--- src/shared/lfal_regs.svh ---
/*
  Register offsets, reset values, bus codes and timing counts of the LED
  fault alert logic. Assumes inclusion by bare name into design files.
*/
`ifndef LFAL_REGS_SVH
`define LFAL_REGS_SVH
`define LFAL_OFS_IRQ_STATUS 5'h00
`define LFAL_OFS_IRQ_MASK 5'h04
`define LFAL_OFS_OPEN_FLAGS 5'h08
`define LFAL_OFS_SHORT_FLAGS 5'h0C
`define LFAL_OFS_STATE 5'h10
`define LFAL_OFS_CONTROL 5'h14
`define LFAL_RST_MASK 5'h00
`define LFAL_RST_CONTROL 1'b1
`define LFAL_EV_OPEN 0
`define LFAL_EV_SHORT 1
`define LFAL_EV_HEAT 2
`define LFAL_EV_ARA 3
`define LFAL_EV_CLEAR 4
`define LFAL_ARA_READ 8'h19
`define LFAL_ALL_PREFIX 3'h2
`define LFAL_ONE_PREFIX 3'h5
`define LFAL_HEAT_CLEAR 8'hFF
`define LFAL_QUAL_TIME_NS 15000
`define LFAL_CLK_PERIOD_NS 25
`define LFAL_QUAL_CYCLES \
  ((`LFAL_QUAL_TIME_NS + `LFAL_CLK_PERIOD_NS - 1) / `LFAL_CLK_PERIOD_NS)
`endif

--- src/shared/lfal_pkg.sv ---
/*
  Types of the LED fault alert logic.
  Assumes nothing of its surroundings.
*/
package lfal_pkg;
  typedef enum logic [2:0] {
    ST_IDLE = 3'h0,
    ST_ADDR = 3'h1,
    ST_AACK = 3'h3,
    ST_DATA = 3'h2,
    ST_DACK = 3'h6,
    ST_TX = 3'h7,
    ST_TACK = 3'h5,
    ST_SKIP = 3'h4
  } lfal_state_type;
  typedef enum logic [2:0] {
    MD_NONE = 3'h0,
    MD_ARA = 3'h1,
    MD_ALLW = 3'h2,
    MD_ONEW = 3'h3,
    MD_ONER = 3'h4
  } lfal_mode_type;
endpackage

--- src/hw/lfal_qual.sv ---
/*
  Persistence qualifier for one comparator indication.
  Assumes a level already synchronised to clk_in.
*/
`timescale 1ns/1ps
`default_nettype none
module lfal_qual #(
  parameter int QUAL_CYCLES = 600
) (
  // Clock and reset.
  input wire logic clk_in,
  input wire logic reset_n_in,
  // Indication and result.
  input wire logic level_in,
  output logic fire_out
);
  localparam int CW = $clog2(QUAL_CYCLES + 1);
  localparam logic [CW-1:0] LIMIT = CW'(QUAL_CYCLES);
  logic [CW-1:0] count_q;
  wire done_w = (count_q == LIMIT);
  wire [CW-1:0] count_d = !level_in ? '0 :
                          done_w ? count_q : count_q + CW'(1);

  if (QUAL_CYCLES < 1) begin : g_chk
    $error("QUAL_CYCLES must be at least one");
  end

  always_ff @(posedge clk_in or negedge reset_n_in) begin
    if (!reset_n_in) begin
      count_q <= '0;
    end else begin
      count_q <= count_d;
    end
  end

  assign fire_out = done_w & level_in;
endmodule
`default_nettype wire

--- src/hw/lfal_alert_logic.sv ---
/*
  LED fault alert logic: qualifies fault indications, latches open and
  short flags, drives the shared open-drain alert, answers the alert
  response read and clears flags on qualifying writes at STOP.
  Assumes an Avalon-MM master on clk_in and a serial bus master on the
  SCL/SDA pins; all pin inputs are asynchronous to clk_in.
*/
// Notes on behaviour
// Master finds alerter via address 0001100, read.
// While alerting, acknowledge and send own address.
// Lose arbitration on sent one, read zero.
// After success release alert, ignore until event.
// Alert response never touches fault flags.
// Open fault immediate on overvoltage, else qualified.
// Open fault sets flag, alert, forces switch.
// Forced switch holds until channel rewritten.
// Short fault after qualified persistence.
// Short fault sets flag and alert only.
// Only matching writes may clear channel flags.
// At STOP clear if fault gone, else alert.
// Overheat sets all flags, alert, forces all.
// Overheat flags cleared only by all-ones write.
// At STOP clear all if temperature recovered.
// Channel read byte leads with open, short.
// No acknowledge of alert read without alert.
// Persistence timer restarts when indication drops.
// Alert output only pulls low or releases.
`timescale 1ns/1ps
`default_nettype none
`include "lfal_regs.svh"
module lfal_alert_logic
  import lfal_pkg::*;
#(
  parameter int CHANNELS = 8,
  parameter int QUAL_CYCLES = `LFAL_QUAL_CYCLES
) (
  // Clock and reset.
  input wire logic clk_in,
  input wire logic reset_n_in,
  // Avalon-MM register slave.
  input wire logic [4:0] avs_address_in,
  input wire logic avs_read_in,
  input wire logic avs_write_in,
  input wire logic [31:0] avs_writedata_in,
  output logic [31:0] avs_readdata_out,
  output logic avs_waitrequest_out,
  output logic irq_out,
  // Serial bus pins.
  input wire logic scl_in,
  input wire logic sda_in,
  output logic sda_out,
  output logic sda_oe_out,
  input wire logic [3:0] bus_id_select_pins_in,
  // Shared alert line.
  output logic alert_n_out,
  output logic alert_oe_out,
  // Comparator and temperature indications.
  input wire logic [7:0] open_ovp_in,
  input wire logic [7:0] open_thr_in,
  input wire logic [7:0] short_thr_in,
  input wire logic overtemp_in,
  input wire logic temp_ok_in,
  // Channel switch and configuration side.
  input wire logic [5:0] read_cfg_in,
  output logic [2:0] cfg_channel_out,
  output logic [7:0] switch_force_on_out
);
  localparam int SW = 32;

  if (CHANNELS != 8) begin : g_chk
    $error("CHANNELS must be 8");
  end

  // Three-stage pin synchroniser; a change counts when the last two stages agree.
  logic [SW-1:0] s1_q, s2_q, s3_q, stab_q;
  wire [SW-1:0] raw_w = {scl_in, sda_in, bus_id_select_pins_in,
                         open_ovp_in, open_thr_in, short_thr_in,
                         overtemp_in, temp_ok_in};
  wire [SW-1:0] stab_d = (s2_q & s3_q) | (stab_q & (s2_q ^ s3_q));
  always_ff @(posedge clk_in or negedge reset_n_in) begin
    if (!reset_n_in) begin
      s1_q <= 32'hC0000000;
      s2_q <= 32'hC0000000;
      s3_q <= 32'hC0000000;
      stab_q <= 32'hC0000000;
    end else begin
      s1_q <= raw_w;
      s2_q <= s1_q;
      s3_q <= s2_q;
      stab_q <= stab_d;
    end
  end
  wire scl_s = stab_q[31];
  wire sda_s = stab_q[30];
  wire [3:0] id_s = stab_q[29:26];
  wire [7:0] ovp_s = stab_q[25:18];
  wire [7:0] othr_s = stab_q[17:10];
  wire [7:0] sthr_s = stab_q[9:2];
  wire heat_s = stab_q[1];
  wire tok_s = stab_q[0];

  // Persistence qualifiers, one pair per channel.
  logic [7:0] oq_w, sq_w;
  for (genvar i = 0; i < 8; i++) begin : g_ch
    lfal_qual #(.QUAL_CYCLES(QUAL_CYCLES)) u_oq (
      .clk_in(clk_in),
      .reset_n_in(reset_n_in),
      .level_in(othr_s[i]),
      .fire_out(oq_w[i])
    );
    lfal_qual #(.QUAL_CYCLES(QUAL_CYCLES)) u_sq (
      .clk_in(clk_in),
      .reset_n_in(reset_n_in),
      .level_in(sthr_s[i]),
      .fire_out(sq_w[i])
    );
  end

  // Serial bus edge and condition detection.
  logic scl_p_q, sda_p_q;
  wire start_w = scl_s & scl_p_q & sda_p_q & ~sda_s;
  wire stop_w = scl_s & scl_p_q & ~sda_p_q & sda_s;
  wire rise_w = scl_s & ~scl_p_q;
  wire fall_w = ~scl_s & scl_p_q;

  lfal_state_type st_q, st_d;
  lfal_mode_type md_q, md_d;
  logic [3:0] cnt_q, cnt_d;
  logic [7:0] sh_q, sh_d, wdat_q, wdat_d;
  logic [2:0] wch_q, wch_d;
  logic oe_q, oe_d, pend_q, pend_d, wall_q, wall_d, first_q, first_d;
  logic ara_ok;
  logic alert_q, heat_q, enable_q;
  logic [7:0] open_q, short_q, force_q;

  // Address decode of the byte just received.
  wire [7:0] ara_tx_w = {`LFAL_ALL_PREFIX, id_s, 1'b1};
  wire is_ara = (sh_q == `LFAL_ARA_READ) & alert_q;
  wire is_allw = (sh_q == {`LFAL_ALL_PREFIX, id_s, 1'b0});
  wire is_onew = (sh_q == {`LFAL_ONE_PREFIX, id_s, 1'b0});
  wire is_oner = (sh_q == {`LFAL_ONE_PREFIX, id_s, 1'b1});
  wire [7:0] rd_byte_w = {open_q[wch_q], short_q[wch_q], read_cfg_in};
  wire lost_w = (md_q == MD_ARA) & ~oe_q & ~sda_s;

  always_comb begin
    st_d = st_q;
    md_d = md_q;
    cnt_d = cnt_q;
    sh_d = sh_q;
    oe_d = oe_q;
    pend_d = pend_q;
    wall_d = wall_q;
    wdat_d = wdat_q;
    wch_d = wch_q;
    first_d = first_q;
    ara_ok = 1'b0;
    if (stop_w) begin
      st_d = ST_IDLE;
      oe_d = 1'b0;
      pend_d = 1'b0;
    end else if (start_w) begin
      st_d = ST_ADDR;
      md_d = MD_NONE;
      cnt_d = 4'h0;
      oe_d = 1'b0;
    end else begin
      case (st_q)
        ST_ADDR: begin
          if (rise_w) begin
            sh_d = {sh_q[6:0], sda_s};
            cnt_d = cnt_q + 4'h1;
          end else if (fall_w && cnt_q == 4'h8) begin
            cnt_d = 4'h0;
            if (!enable_q) begin
              st_d = ST_SKIP;
            end else if (is_ara || is_allw || is_onew || is_oner) begin
              oe_d = 1'b1;
              st_d = ST_AACK;
              md_d = is_ara ? MD_ARA : is_allw ? MD_ALLW :
                     is_onew ? MD_ONEW : MD_ONER;
            end else begin
              st_d = ST_SKIP;
            end
          end
        end
        ST_AACK: begin
          if (fall_w) begin
            if (md_q == MD_ARA || md_q == MD_ONER) begin
              sh_d = (md_q == MD_ARA) ? ara_tx_w : rd_byte_w;
              oe_d = (md_q == MD_ARA) ? ~ara_tx_w[7] : ~rd_byte_w[7];
              cnt_d = 4'h1;
              st_d = ST_TX;
            end else begin
              oe_d = 1'b0;
              first_d = 1'b1;
              st_d = ST_DATA;
            end
          end
        end
        ST_TX: begin
          if (rise_w && lost_w) begin
            st_d = ST_SKIP;
          end else if (fall_w) begin
            if (cnt_q == 4'h8) begin
              oe_d = 1'b0;
              st_d = ST_TACK;
            end else begin
              sh_d = {sh_q[6:0], 1'b0};
              oe_d = ~sh_q[6];
              cnt_d = cnt_q + 4'h1;
            end
          end
        end
        ST_TACK: begin
          if (rise_w) begin
            ara_ok = (md_q == MD_ARA);
            st_d = ST_SKIP;
          end
        end
        ST_DATA: begin
          if (rise_w) begin
            sh_d = {sh_q[6:0], sda_s};
            cnt_d = cnt_q + 4'h1;
          end else if (fall_w && cnt_q == 4'h8) begin
            oe_d = 1'b1;
            st_d = ST_DACK;
            if (first_q) begin
              pend_d = 1'b1;
              wall_d = (md_q == MD_ALLW);
              if (md_q == MD_ALLW) begin
                wdat_d = sh_q;
              end else begin
                wch_d = sh_q[6:4];
              end
            end
            first_d = 1'b0;
          end
        end
        ST_DACK: begin
          if (fall_w) begin
            oe_d = 1'b0;
            cnt_d = 4'h0;
            st_d = ST_DATA;
          end
        end
        ST_IDLE, ST_SKIP: begin
          oe_d = 1'b0;
        end
        default: begin
          st_d = ST_IDLE;
          oe_d = 1'b0;
        end
      endcase
    end
  end

  always_ff @(posedge clk_in or negedge reset_n_in) begin
    if (!reset_n_in) begin
      scl_p_q <= 1'b1;
      sda_p_q <= 1'b1;
      st_q <= ST_IDLE;
      md_q <= MD_NONE;
      cnt_q <= 4'h0;
      sh_q <= 8'h00;
      oe_q <= 1'b0;
      pend_q <= 1'b0;
      wall_q <= 1'b0;
      wdat_q <= 8'h00;
      wch_q <= 3'h0;
      first_q <= 1'b0;
    end else begin
      scl_p_q <= scl_s;
      sda_p_q <= sda_s;
      st_q <= st_d;
      md_q <= md_d;
      cnt_q <= cnt_d;
      sh_q <= sh_d;
      oe_q <= oe_d;
      pend_q <= pend_d;
      wall_q <= wall_d;
      wdat_q <= wdat_d;
      wch_q <= wch_d;
      first_q <= first_d;
    end
  end

  // Fault flags: sets always win over clears made at STOP.
  wire apply_w = stop_w & pend_q;
  wire [7:0] ch_sel_w = wall_q ? 8'hFF : (8'h01 << wch_q);
  wire [7:0] open_now_w = ovp_s | othr_s;
  wire heat_clr_w = apply_w & wall_q & (wdat_q == `LFAL_HEAT_CLEAR) &
                    tok_s;
  wire [7:0] clr_o_w = heat_q ? {8{heat_clr_w}} :
                       {8{apply_w}} & ch_sel_w & ~open_now_w;
  wire [7:0] clr_s_w = heat_q ? {8{heat_clr_w}} :
                       {8{apply_w}} & ch_sel_w & ~sthr_s;
  wire [7:0] set_o_w = ovp_s | oq_w | {8{heat_s}};
  wire [7:0] set_s_w = sq_w | {8{heat_s}};
  wire [7:0] open_d = (open_q & ~clr_o_w) | set_o_w;
  wire [7:0] short_d = (short_q & ~clr_s_w) | set_s_w;
  wire [7:0] force_d = (force_q & ~clr_o_w) | set_o_w;
  wire ev_o_w = |(set_o_w & ~open_q);
  wire ev_s_w = |(set_s_w & ~short_q);
  wire ev_h_w = heat_s & ~heat_q;
  wire new_ev_w = ev_o_w | ev_s_w | ev_h_w;
  wire alert_d = new_ev_w ? 1'b1 :
                 apply_w ? |(open_d | short_d) :
                 ara_ok ? 1'b0 : alert_q;

  always_ff @(posedge clk_in or negedge reset_n_in) begin
    if (!reset_n_in) begin
      open_q <= 8'h00;
      short_q <= 8'h00;
      force_q <= 8'h00;
      heat_q <= 1'b0;
      alert_q <= 1'b0;
    end else begin
      open_q <= open_d;
      short_q <= short_d;
      force_q <= force_d;
      heat_q <= heat_s | (heat_q & ~heat_clr_w);
      alert_q <= alert_d;
    end
  end

  // Avalon-MM slave with one wait state per access.
  logic ack_q, enable_q_d;
  logic [4:0] status_q, mask_q;
  logic [31:0] rdata_q, rdata_d;
  wire req_w = avs_read_in | avs_write_in;
  wire wr_w = avs_write_in & ack_q;
  wire [4:0] ev_w = {apply_w, ara_ok, ev_h_w, ev_s_w, ev_o_w};
  wire w1c_w = wr_w & (avs_address_in == `LFAL_OFS_IRQ_STATUS);
  wire [4:0] w1c_bits_w = {5{w1c_w}} & avs_writedata_in[4:0];
  wire wmask_w = wr_w & (avs_address_in == `LFAL_OFS_IRQ_MASK);
  wire wctl_w = wr_w & (avs_address_in == `LFAL_OFS_CONTROL);
  assign enable_q_d = wctl_w ? avs_writedata_in[0] : enable_q;
  always_comb begin
    case (avs_address_in)
      `LFAL_OFS_IRQ_STATUS: rdata_d = {27'h0, status_q};
      `LFAL_OFS_IRQ_MASK: rdata_d = {27'h0, mask_q};
      `LFAL_OFS_OPEN_FLAGS: rdata_d = {24'h0, open_q};
      `LFAL_OFS_SHORT_FLAGS: rdata_d = {24'h0, short_q};
      `LFAL_OFS_STATE: rdata_d = {22'h0, heat_q, alert_q, force_q};
      `LFAL_OFS_CONTROL: rdata_d = {31'h0, enable_q};
      default: rdata_d = 32'h0;
    endcase
  end
  always_ff @(posedge clk_in or negedge reset_n_in) begin
    if (!reset_n_in) begin
      ack_q <= 1'b0;
      rdata_q <= 32'h0;
      status_q <= 5'h00;
      mask_q <= `LFAL_RST_MASK;
      enable_q <= `LFAL_RST_CONTROL;
    end else begin
      ack_q <= req_w & ~ack_q;
      if (avs_read_in && !ack_q) begin
        rdata_q <= rdata_d;
      end
      status_q <= (status_q & ~w1c_bits_w) | ev_w;
      if (wmask_w) begin
        mask_q <= avs_writedata_in[4:0];
      end
      enable_q <= enable_q_d;
    end
  end

  assign avs_waitrequest_out = req_w & ~ack_q;
  assign avs_readdata_out = rdata_q;
  assign irq_out = |(status_q & mask_q);
  assign sda_out = 1'b0;
  assign sda_oe_out = oe_q;
  assign alert_n_out = 1'b0;
  assign alert_oe_out = alert_q;
  assign cfg_channel_out = wch_q;
  assign switch_force_on_out = force_q;
endmodule
`default_nettype wire

--- config.mk ---
export PLATFORM = sky130hd
export DESIGN_NAME = lfal_alert_logic
export DESIGN_NICKNAME = d
export VERILOG_FILES = /design/src/shared/lfal_pkg.sv /design/src/hw/lfal_qual.sv /design/src/hw/lfal_alert_logic.sv
export VERILOG_INCLUDE_DIRS = /design/src /design/src/shared
export SDC_FILE = /design/constraint.sdc
export NUM_CORES = 1
export LEC_CHECK = 0
export ABC_AREA = 1
export BUFFER_PORTS_ARGS = -buffer_cell sky130_fd_sc_hd__buf_4
export CAP_MARGIN = 20
export CORE_MARGIN = 2
export CORE_UTILIZATION = 40
export DETAILED_ROUTE_END_ITERATION = 10
export GPL_TIMING_DRIVEN = 0
export PLACE_DENSITY = 0.61
export RECOVER_POWER = 25
export SYNTH_ARGS = -nofsm -noshare
export SYNTH_HDL_FRONTEND = slang
export SYNTH_HIERARCHICAL = 1
export SYNTH_SLANG_ARGS = --single-unit
--- constraint.sdc ---
create_clock -name clk_in -period 3.4 [get_ports clk_in]
set_input_delay 1.02 -clock clk_in [delete_from_list [all_inputs] [get_ports clk_in]]
set_output_delay 1.02 -clock clk_in [all_outputs]
set_load 0.01 [all_outputs]
==> results of run 1 <==
-- flip-flops by register name, summed over array words and instances (netlist names), 8 cells and up --
| name | flops |
|---|---|
| avs_readdata_out | 10 |
| g_ch.u_oq/count_q | 80 |
| g_ch.u_sq/count_q | 80 |
| open_q | 8 |
| s1_q | 32 |
| s2_q | 32 |
| s3_q | 32 |
| sh_q | 8 |
| short_q | 8 |
| stab_q | 32 |
| switch_force_on_out | 8 |
| wdat_q | 8 |
-- synthesized netlist by cell type (2+ instances only) --
library cell  instances  area share
nand3_2              47       0.026
inv_1               285       0.058
o21ai_1               4      0.0011
ha_1                 66       0.045
clkbuf_1              7      0.0014
nor3_1               36      0.0098
inv_2                17      0.0035
dfrtp_1             360        0.49
nand4_1              40       0.014
buf_4                25       0.010
o21ai_0              65       0.018
nand2_2              11      0.0037
nor2_1              320       0.065
a21o_1               34       0.014
o211ai_1              6      0.0025
a21oi_1              50       0.014
nor3_2                2      0.0011
nor2_4                8      0.0049
nand2_1             453       0.093
a22oi_1               3      0.0012
dfstp_2              11       0.016
mux2i_1               8      0.0044
a221oi_1              4      0.0019
xor2_1               34       0.016
or2_2                 2     0.00068
a31oi_1               6      0.0020
nor2_2               60       0.020
o22ai_1              10      0.0034
nand3_1             175       0.048
buf_6                 5      0.0031
-- critical path: cells and delay by family (launching register included) --
family | cells | cell delay, ps
AOI/OAI and AO/OA | 2 | 360
buffers and inverters | 1 | 170
DFF | 1 | 400
and+or+nand+nor | 2 | 130
-- how the worst min path moves through the flow --
stage | to | slack [ps] | depth (start not counted)
finish | s2_q[22]$_DFF_PN0_ | 340 | 0
global route | s2_q[11]$_DFF_PN0_ | 350 | 0
CTS | s2_q[11]$_DFF_PN0_ | 350 | 0
detailed placement | s2_q[22]$_DFF_PN0_ | 330 | 0
global placement | s2_q[11]$_DFF_PN0_ | 330 | 0
floorplan | s2_q[0]$_DFF_PN0_ | 330 | 0
-- final cells by class --
| class | instances | area share |
|---|---|---|
| well taps | 600 | 0.0353 |
| inverters | 303 | 0.0535 |
| clock buffers | 60 | 0.0579 |
| multi-input cells | 1482 | 0.363 |
| repair buffers | 79 | 0.0310 |
| flip-flops and latches | 371 | 0.437 |
| plain buffers | 40 | 0.0141 |
| clock inverters | 20 | 0.00800 |
-- layout by cell type, fill, tap and decap left out, drive strengths merged --
cell type	instances
nand3	223
bufinv	2
a211oi	1
a221oi	4
buf	78
o2bb2ai	1
a22oi	3
nor4	1
o21ai	70
inv	304
conb	24
o221ai	1
nand2	464
o22ai	10
ha	66
mux2i	8
a21oi	50
a41oi	1
nor3	39
mux2	1
nand3b	1
nor2	388
o211ai	6
a21o	35
or2	3
dfrtp	360
xnor2	1
clkinvlp	2
o21a	1
nand4	40
clkinv	15
dfstp	11
xor2	34
clkbuf	101
a31oi	6
-- through the flow --
stage	util	hold WS, ps	power, mW	std cells
3_5_place_dp	0.438	335	6.10	2875
6_report	0.469	341	10.5	2955
2_1_floorplan	-	331	5.64	2196
4_1_cts	0.469	346	10.7	2955
3_3_place_gp	0.436	334	6.04	2872
5_1_grt	0.469	348	11.1	2955
-- layer usage --
| layer | part of all wire | up-vias | global-route usage |
|---|---|---|---|
| met5 | 0 | - | 0 |
| met4 | 0.022 | 0 | 0.0517 |
| li1 | - | 7174 | - |
| met3 | 0.055 | 77 | 0.0398 |
| met2 | 0.47 | 266 | 0.281 |
| met1 | 0.45 | 6839 | 0.230 |
-- kinds of logic (layout without fill, tap and decap cells) --
logic type,count (synthesis),count (layout),share of synthesized area
muxes,9,9,0.00497
and+or+nand+nor,1159,1159,0.288
adders and majority gates,66,66,0.0449
DFF,371,371,0.506
other,1,24,0.000204
AOI/OAI and AO/OA,189,189,0.0605
buffers and inverters,343,502,0.0782
xor gates and xnor gates,35,35,0.0167
-- where the power goes --
group          switching, mW  internal, mW  total [mW]  leakage, nW
registers              0.313          4.69        5.01         4.66
logic                  0.611         0.385       0.996         5.09
clock network           1.84          2.70        4.54        0.695
==> reports/qor.csv, run 1 <==
metric;value;unit
cts_setup_buffers;0;
arrival;1620;ps
relSlewSlack;0.512;
io_buffers;76;
crit_chain;nand2_1 -> nand2_1 -> a221oi_1 -> o21ai_0 -> buf_4;
cts_sinks;371;
end_kind;output port;
fillers;4331;
reg2reg_setup_slack;1070;ps
drt-total-wl;39900;microns
setup_viol;0;
multiInputGateArea;7730;sq um
die_h;218;microns
routed_via_density;4.86;
worstHoldStart;s1_q[22]$_DFF_PN0_;
maxCapViolations;0;
critPathMaxFanout;3;
final_cell_area;21300;sq um
die_w;218;microns
synth_area;18400;sq um
finalMaxSlewViolations;0;
cts_root_buf;clkbuf_16;
gp_congestion;0.892;
dp_hpwl;29100;microns
synth_ff_type;dfrtp_1;
preCtsSetupSlack;643;ps
r2r-end;alert_oe_out$_DFFE_PN0P_;
area_growth;15.8;%
power_leakage;10.4;nW
period_share;0.778;
worst_slew_pin_slew;731;ps
die-area;47700;sq um
placed_area;19900;sq um
start_kind;register;
synthArstFlopShare;1.00;
drc_errors;0;
coreArea;45400;sq um
critPathLaunch;mask_q[3]$_DFFE_PN0P_;
antenna_found_initial;0;
ctsHoldBuffers;0;
path_clk_slew;60;ps
worst-setup-path-type;reg -> out;
rsz0062_at_grt;false;
finalWorstSetupSlack;756;ps
grt_max_degree;111;
synth_edf_count;0;
endpoint;irq_out;
finalHoldViolCount;0;
hold_path.class;reg -> reg;
fin_crit;2640;ps
cts_tree;built;
p_per_area;496;nW/um^2
reg2reg_depth;14;
cp_slowest_stage_delay;400;ps
nNetsFinal;2466;
drt_pass1_iterations;5;
status;completed;
avgSynthCellArea;8.46;sq um
drt_iter0_markers;1000;
pin_count;128;
first_global_vias;14005;
ir_worst_vdd;0.000319;V
vias;14356;
grt_pass1_wl;67800;microns
final.setup.tns;0;ps
grt_overflow_total;0;
start_util;0.405;
cts_buffers;44;
fin_worst_skew;16.6;ps
drtAntennaViolNets;0;
synth_cells;2173;
worstPathRequired;2380;ps
reg2reg_from;g_ch[6].u_oq/count_q[0]$_DFFE_PN0P_;
worst_path_most_repeated_cell;nand2_1;
yosysWarnings;6;
cts_resized;0;
fmax;378;MHz
yosysUniqueCellTypes;49;
drive_gt1_frac;0.145;
cts-htree-levels;2;
ys_ff_latch;371;
yosysSeqAreaShare;0.506;
wl_per_cell;13.5;microns
regArea;9300;sq um
crit_slowest_cell;dfrtp_1;
cts_buffer_depth;3;
rows;78;
num_antenna_cells;0;
clk_latency;570;ps
grt_util_all_layers;0.173;
Power figures use the tool's default switching activity.
==> inputs of run 2 (changes only) <==
Settings changed: ABC_AREA 1 to 0.
Clock period 3.4 ns to 2.5 ns, I/O delays scaled along.
==> reports/qor.csv, run 2 <==
metric;value;unit;change
status;finished with violations;;
violations;negative setup slack;;
avgSynthCellArea;10.8;sq um;+28%
die-area;45900;sq um;-3.8%
arrival;3100;ps;+1480 ps
crit_slowest_cell;dfstp_2;;
num_antenna_cells;0;;unchanged
yosysSeqAreaShare;0.526;;+0.0204
cts-htree-levels;2;;unchanged
hold_path.class;in -> reg;;
fillers;4032;;-6.9%
io_buffers;75;;-1.3%
drive_gt1_frac;0.186;;+0.0413
ir_worst_vdd;0.000588;V;+84%
drt_pass1_iterations;5;;unchanged
grt_overflow_total;0;;unchanged
gp_congestion;0.891;;-0.17%
rsz0062_at_grt;true;;
fmax;374;MHz;
fin_cells;2417;;-18%
end_kind;register;;
start_kind;register;;
ctsHoldBuffers;0;;unchanged
yosysWarnings;6;;unchanged
worstPathRequired;2920;ps;+540 ps
power_leakage;8.92;nW;-14%
finalHoldViolCount;0;;unchanged
synth_cells;1638;;-25%
reg.largest.list;g_ch.u_oq/count_q (80), g_ch.u_sq/count_q (80);;
clk_latency;560;ps;about the same
setup_viol;1;;+1
cp_slowest_stage_delay;580;ps;+180 ps
dp_hpwl;27900;microns;-4.0%
first_global_vias;12942;;-7.6%
ys_ff_latch;371;;unchanged
dp_cells;2324;;-19%
cts_buffer_depth;3;;unchanged
final.setup.tns;-176;ps;-176 ps
synthArstFlopShare;1.00;;unchanged
finalWorstSetupSlack;-176;ps;-932 ps
antenna_found_initial;0;;unchanged
hold_ws;311;ps;-30.8 ps
cts_root_buf;clkbuf_16;;
period_share;1.07;;
cts_tree;built;;
cts_buffers;41;;-6.8%
drt-total-wl;39800;microns;-0.16%
drtAntennaViolNets;0;;unchanged
path_buf_inv;1;;unchanged
die_w;214;microns;-1.9%
final_common_cell;dfrtp_1;;
final_cell_area;21000;sq um;-1.2%
start_util;0.407;;+0.00244
rows;76;;-2.6%
drt_iter0_markers;806;;-19%
p_per_area;707;nW/um^2;+43%
grt_max_degree;119;;+7.2%
synth_area;17700;sq um;-3.9%
path_clk_slew;60;ps;about the same
cts_sinks;371;;unchanged
synth.area.top_cells;dfrtp_1, ha_1, nand2_1;;
drc_errors;0;;unchanged
final_cell_mix;dfrtp_1, nand2_1, nand3_1;;
area_growth;19.0;%;
wl_per_cell;16.5;microns;+22%
nNetsFinal;1947;;-21%
finalMaxSlewViolations;0;;unchanged
placed_area;19100;sq um;-3.7%
fin_crit;2680;ps;
fin_worst_skew;20.7;ps;+4.16 ps
synth_edf_count;0;;unchanged
worst-setup-path-type;reg -> reg;;
vias;12955;;-9.8%
coreArea;43400;sq um;-4.4%
crit_chain;and4b_2 -> buf_6 -> nand2_4 -> or4_4 -> a311o_1 -> nor4_4 -> a31oi_1;;
relSlewSlack;0.202;;-0.311
die_h;214;microns;-1.9%
maxCapViolations;0;;unchanged
synthTopCellsByCount;dfrtp_1, nand2_1, nand3_1;;
worst_slew_pin_slew;1200;ps;+466 ps
synth_top_area_cell;dfrtp_1;;
final_util;0.485;;+0.0159
routed_via_density;5.36;;+10%
critPathMaxFanout;6;;+3
grt_pass1_wl;66900;microns;-1.4%
pin_count;128;;unchanged
synth.top_cell.area_share;0.510;;+0.0198
synth.most_common_cell;dfrtp_1;;
crit_family;simple AND/OR/NAND/NOR gates;;
grt_util_all_layers;0.175;;+0.00218
synth_ff_type;dfrtp_1;;
yosysUniqueCellTypes;74;;+51%
[run 2: changes by cell type after synthesis, sizes merged, moves of 19 or more]
cell,previous run,this run
inv,302,87
nor4,1,22
and2,0,21
nand2,464,151
nand3,223,91
or3,0,71
nor2,388,65
mux2,1,21
xnor2,1,20
mux2i,8,49
a21oi,50,88
o31ai,0,26
or4,0,28
[run 2: per-layer routing]
layer  share of wire  routed length [microns]  vias up  GRT usage
li1                -                        -     6244          -
met1            0.47                    18700     6398      0.247
met5               0                        0        -          0
met4           0.031                     1220        0     0.0653
met3           0.043                     1720       75     0.0267
met2            0.46                    18200      238      0.274
[run 2: logic make-up after synthesis]
group | share of synthesized area
and+or+nand+nor | 0.201
muxes | 0.0463
DFF | 0.526
xor gates and xnor gates | 0.0263
buffers and inverters | 0.0375
adders and majority gates | 0.0467
AOI/OAI and AO/OA | 0.116
other | 0.000212
[run 2: metrics by stage]
step	setup slack, ps	power (mW)
after detailed placement	-887	8.39
after global routing	-214	15.6
after CTS	-206	15.0
after global placement	-2990	8.31
final	-176	14.9
after floorplan	23.0	7.74
[run 2: final cells by class]
| type | count | area (sq um) | area share |
|---|---|---|---|
| clock inverter | 18 | 274 | 0.0130 |
| inverter | 90 | 338 | 0.0161 |
| timing repair buffer | 104 | 830 | 0.0395 |
| multi-input combinational | 1146 | 8040 | 0.382 |
| buffer | 48 | 320 | 0.0152 |
| clock buffer | 55 | 1170 | 0.0557 |
| tap | 585 | 732 | 0.0348 |
| sequential | 371 | 9320 | 0.443 |
[run 2: path summary, 6_finish.rpt]
path | start | slack [ps] | endpoint | cells after the start
setup / recovery | stab_q[30]$_DFF_PN1_ | -180 | alert_oe_out$_DFFE_PN0P_ | 7
hold / removal | sda_in | 310 | s1_q[30]$_DFF_PN1_ | 1
setup reg to reg | stab_q[30]$_DFF_PN1_ | -180 | alert_oe_out$_DFFE_PN0P_ | 7
hold reg to reg | s1_q[8]$_DFF_PN0_ | 340 | s2_q[8]$_DFF_PN0_ | 0
max in group asynchronous | reset_n_in | 370 | g_ch[1].u_sq/count_q[1]$_DFFE_PN0P_ | 3
min in group asynchronous | reset_n_in | 420 | g_ch[5].u_sq/count_q[7]$_DFFE_PN0P_ | 1
[run 2: where the power goes]
part           leakage (nW)  switching, mW  internal, mW
sequential             4.64          0.448          6.38
clock                 0.709           2.46          4.01
combinational          3.57          0.900         0.670
[run 2: worst reg2reg max path, stage by stage (launching register included)]
cell and delay, ps:
dfstp_2 580, and4b_2 350, buf_6 130, nand2_4 60, or4_4 490, a311o_1 440
nor4_4 340, a31oi_1 160
[run 2: repair_timing]
item	4_1_cts	5_1_grt
pin swaps	11	20
gates resized for setup	30	49
buffers inserted	16	11
setup endpoints to repair	30	23
==> inputs of run 3 (changes only) <==
Clock period 2.5 ns to 2.6 ns, I/O delays scaled along.
==> reports/qor.csv, run 3 (synthesis results as in run 2) <==
metric;value;unit;change
intPower;10.6;mW;-4.3%
path_clk_slew;60;ps;about the same
grt_pass1_wl;66800;microns;about the same
finalHoldViolCount;0;;unchanged
clk_latency;560;ps;about the same
io_buffers;75;;unchanged
p_sw_frac;0.258;;+0.00182
worst-setup-path-type;reg -> reg;;
die_w;214;microns;unchanged
status;finished with violations;;
arrival;3080;ps;-20 ps
dp_hpwl;27000;microns;-3.4%
power.switching;3.68;mW;-3.4%
worst_path_most_repeated_cell;or4_4;;
cts_buffer_depth;3;;unchanged
final_cell_area;21100;sq um;+0.15%
report.power.total;14.3;mW;-4.1%
grt_max_degree;120;;+0.84%
routed_via_density;5.43;;+1.3%
crit_chain;buf_4 -> nand4b_4 -> or4_4 -> a311o_1 -> or4_4 -> nor4_4 -> a31oi_1;;
finalWorstSetupSlack;-39.0;ps;+137 ps
cts_buffers;42;;+2.4%
end_kind;register;;
worst_slew_pin_slew;736;ps;-462 ps
power_frac_clock;0.433;;-0.002
cts-htree-levels;2;;unchanged
p_per_area;677;nW/um^2;-4.3%
reg.largest.list;g_ch.u_oq/count_q (80), g_ch.u_sq/count_q (80);;
dp_cells;2324;;unchanged
coreArea;43400;sq um;unchanged
drive_gt1_frac;0.180;;-0.00640
fmax;379;MHz;+1.4%
crit_slowest_cell;dfstp_2;;
period_share;1.01;;-0.0553
p_comb_frac;0.106;;about the same
preCtsSetupSlack;-643;ps;+244 ps
rows;76;;unchanged
nNetsFinal;1950;;+0.15%
cp_slowest_stage_delay;530;ps;-50 ps
hold_path.class;in -> async;;
wl_per_cell;16.2;microns;-1.5%
cts_tree;built;;
final.setup.tns;-39.0;ps;+137 ps
drt_iter0_markers;1044;;+30%
first_global_vias;12917;;-0.19%
finalMaxSlewViolations;0;;unchanged
num_antenna_cells;0;;unchanged
crit_family;simple AND/OR/NAND/NOR gates;;
final_common_cell;dfrtp_1;;
fin_crit;2640;ps;-36.7 ps
final_cell_mix;dfrtp_1, nand2_1, buf_4;;
cts_root_buf;clkbuf_16;;
pin_count;128;;unchanged
vias;13140;;+1.4%
fin_worst_skew;10.9;ps;-9.86 ps
worstPathRequired;3040;ps;+120 ps
drt_pass1_iterations;6;;+1
die-area;45900;sq um;unchanged
rsz0062_at_grt;true;;
placed_area;19100;sq um;about the same
drtAntennaViolNets;0;;unchanged
antenna_found_initial;0;;unchanged
ctsHoldBuffers;0;;unchanged
drt-total-wl;39300;microns;-1.3%
fin_cells;2421;;+0.17%
grt_overflow_total;0;;unchanged
final_util;0.485;;+0.000750
maxCapViolations;0;;unchanged
setup_viol;1;;unchanged
p_seq_frac;0.460;;about the same
critPathMaxFanout;8;;+2
path_buf_inv;1;;unchanged
die_h;214;microns;unchanged
gp_congestion;0.885;;-0.70%
grt_util_all_layers;0.174;;-0.00135
relSlewSlack;0.510;;+0.308
drc_errors;0;;unchanged
cts_sinks;371;;unchanged
ir_worst_vdd;0.000438;V;-26%
violations;negative setup slack;;
hold_ws;175;ps;-136 ps
start_kind;register;;
area_growth;19.2;%;
power_leakage;8.95;nW;+0.28%
start_util;0.407;;unchanged
-- run 3: cell types whose count changed in the layout (fill, tap and decap cells not counted), moves of 3 or more --
| cell | previous run | this run |
|---|---|---|
| clkbuf_16 | 43 | 46 |
| bufinv_16 | 7 | 4 |
| dfrtp_2 | 16 | 11 |
| clkinv_2 | 8 | 5 |
| clkbuf_1 | 21 | 26 |
| dfrtp_1 | 344 | 349 |
| clkbuf_8 | 5 | 9 |
-- run 3: final timing paths --
| check | startpoint | to | slack [ps] | depth (start not counted) |
|---|---|---|---|---|
| worst min register to register | s1_q[26]$_DFF_PN0_ | s2_q[26]$_DFF_PN0_ | 340 | 0 |
| worst min-delay path | reset_n_in | g_ch[6].u_oq/count_q[7]$_DFFE_PN0P_ | 170 | 1 |
| worst max-delay path | scl_p_q$_DFF_PN1_ | alert_oe_out$_DFFE_PN0P_ | -40 | 7 |
| min in group clk_in | scl_in | s1_q[31]$_DFF_PN1_ | 330 | 1 |
| worst max register to register | scl_p_q$_DFF_PN1_ | alert_oe_out$_DFFE_PN0P_ | -40 | 7 |
| max in group asynchronous | reset_n_in | g_ch[3].u_oq/count_q[0]$_DFFE_PN0P_ | 580 | 4 |
-- run 3: layout make-up --
| type | instances | area (sq um) |
|---|---|---|
| Buffer | 49 | 325 |
| Clock buffer | 63 | 1280 |
| Clock inverter | 12 | 169 |
| Fill cell | 3948 | 22300 |
| Inverter | 90 | 338 |
| Multi-Input combinational cell | 1146 | 8030 |
| Sequential cell | 371 | 9310 |
| Tap cell | 585 | 732 |
| Timing Repair Buffer | 105 | 860 |
-- run 3: per-layer routing --
| metal | vias up | track usage | wire length, microns | share of wire |
|---|---|---|---|---|
| met3 | 73 | 0.0350 | 2210 | 0.056 |
| met5 | - | 0 | 0 | 0 |
| li1 | 6258 | - | - | - |
| met2 | 343 | 0.267 | 17900 | 0.46 |
| met4 | 0 | 0.0664 | 1080 | 0.028 |
| met1 | 6466 | 0.242 | 18100 | 0.46 |
-- run 3: power groups by stage --
stage | logic (mW) | registers, mW | clock network (mW)
after floorplan | 0.924 | 6.52 | 0
after global placement | 1.32 | 6.66 | 0
after detailed placement | 1.38 | 6.67 | 0
after CTS | 1.47 | 6.56 | 6.38
after global routing | 1.72 | 6.62 | 6.61
final | 1.52 | 6.56 | 6.17
-- run 3: repair_timing --
| item | in CTS | in global routing |
|---|---|---|
| cloned | 0 | 0 |
| buffers inserted | 18 | 9 |
| setup endpoints to repair | 23 | 20 |
| pin swaps | 13 | 18 |
| resized for setup | 30 | 36 |
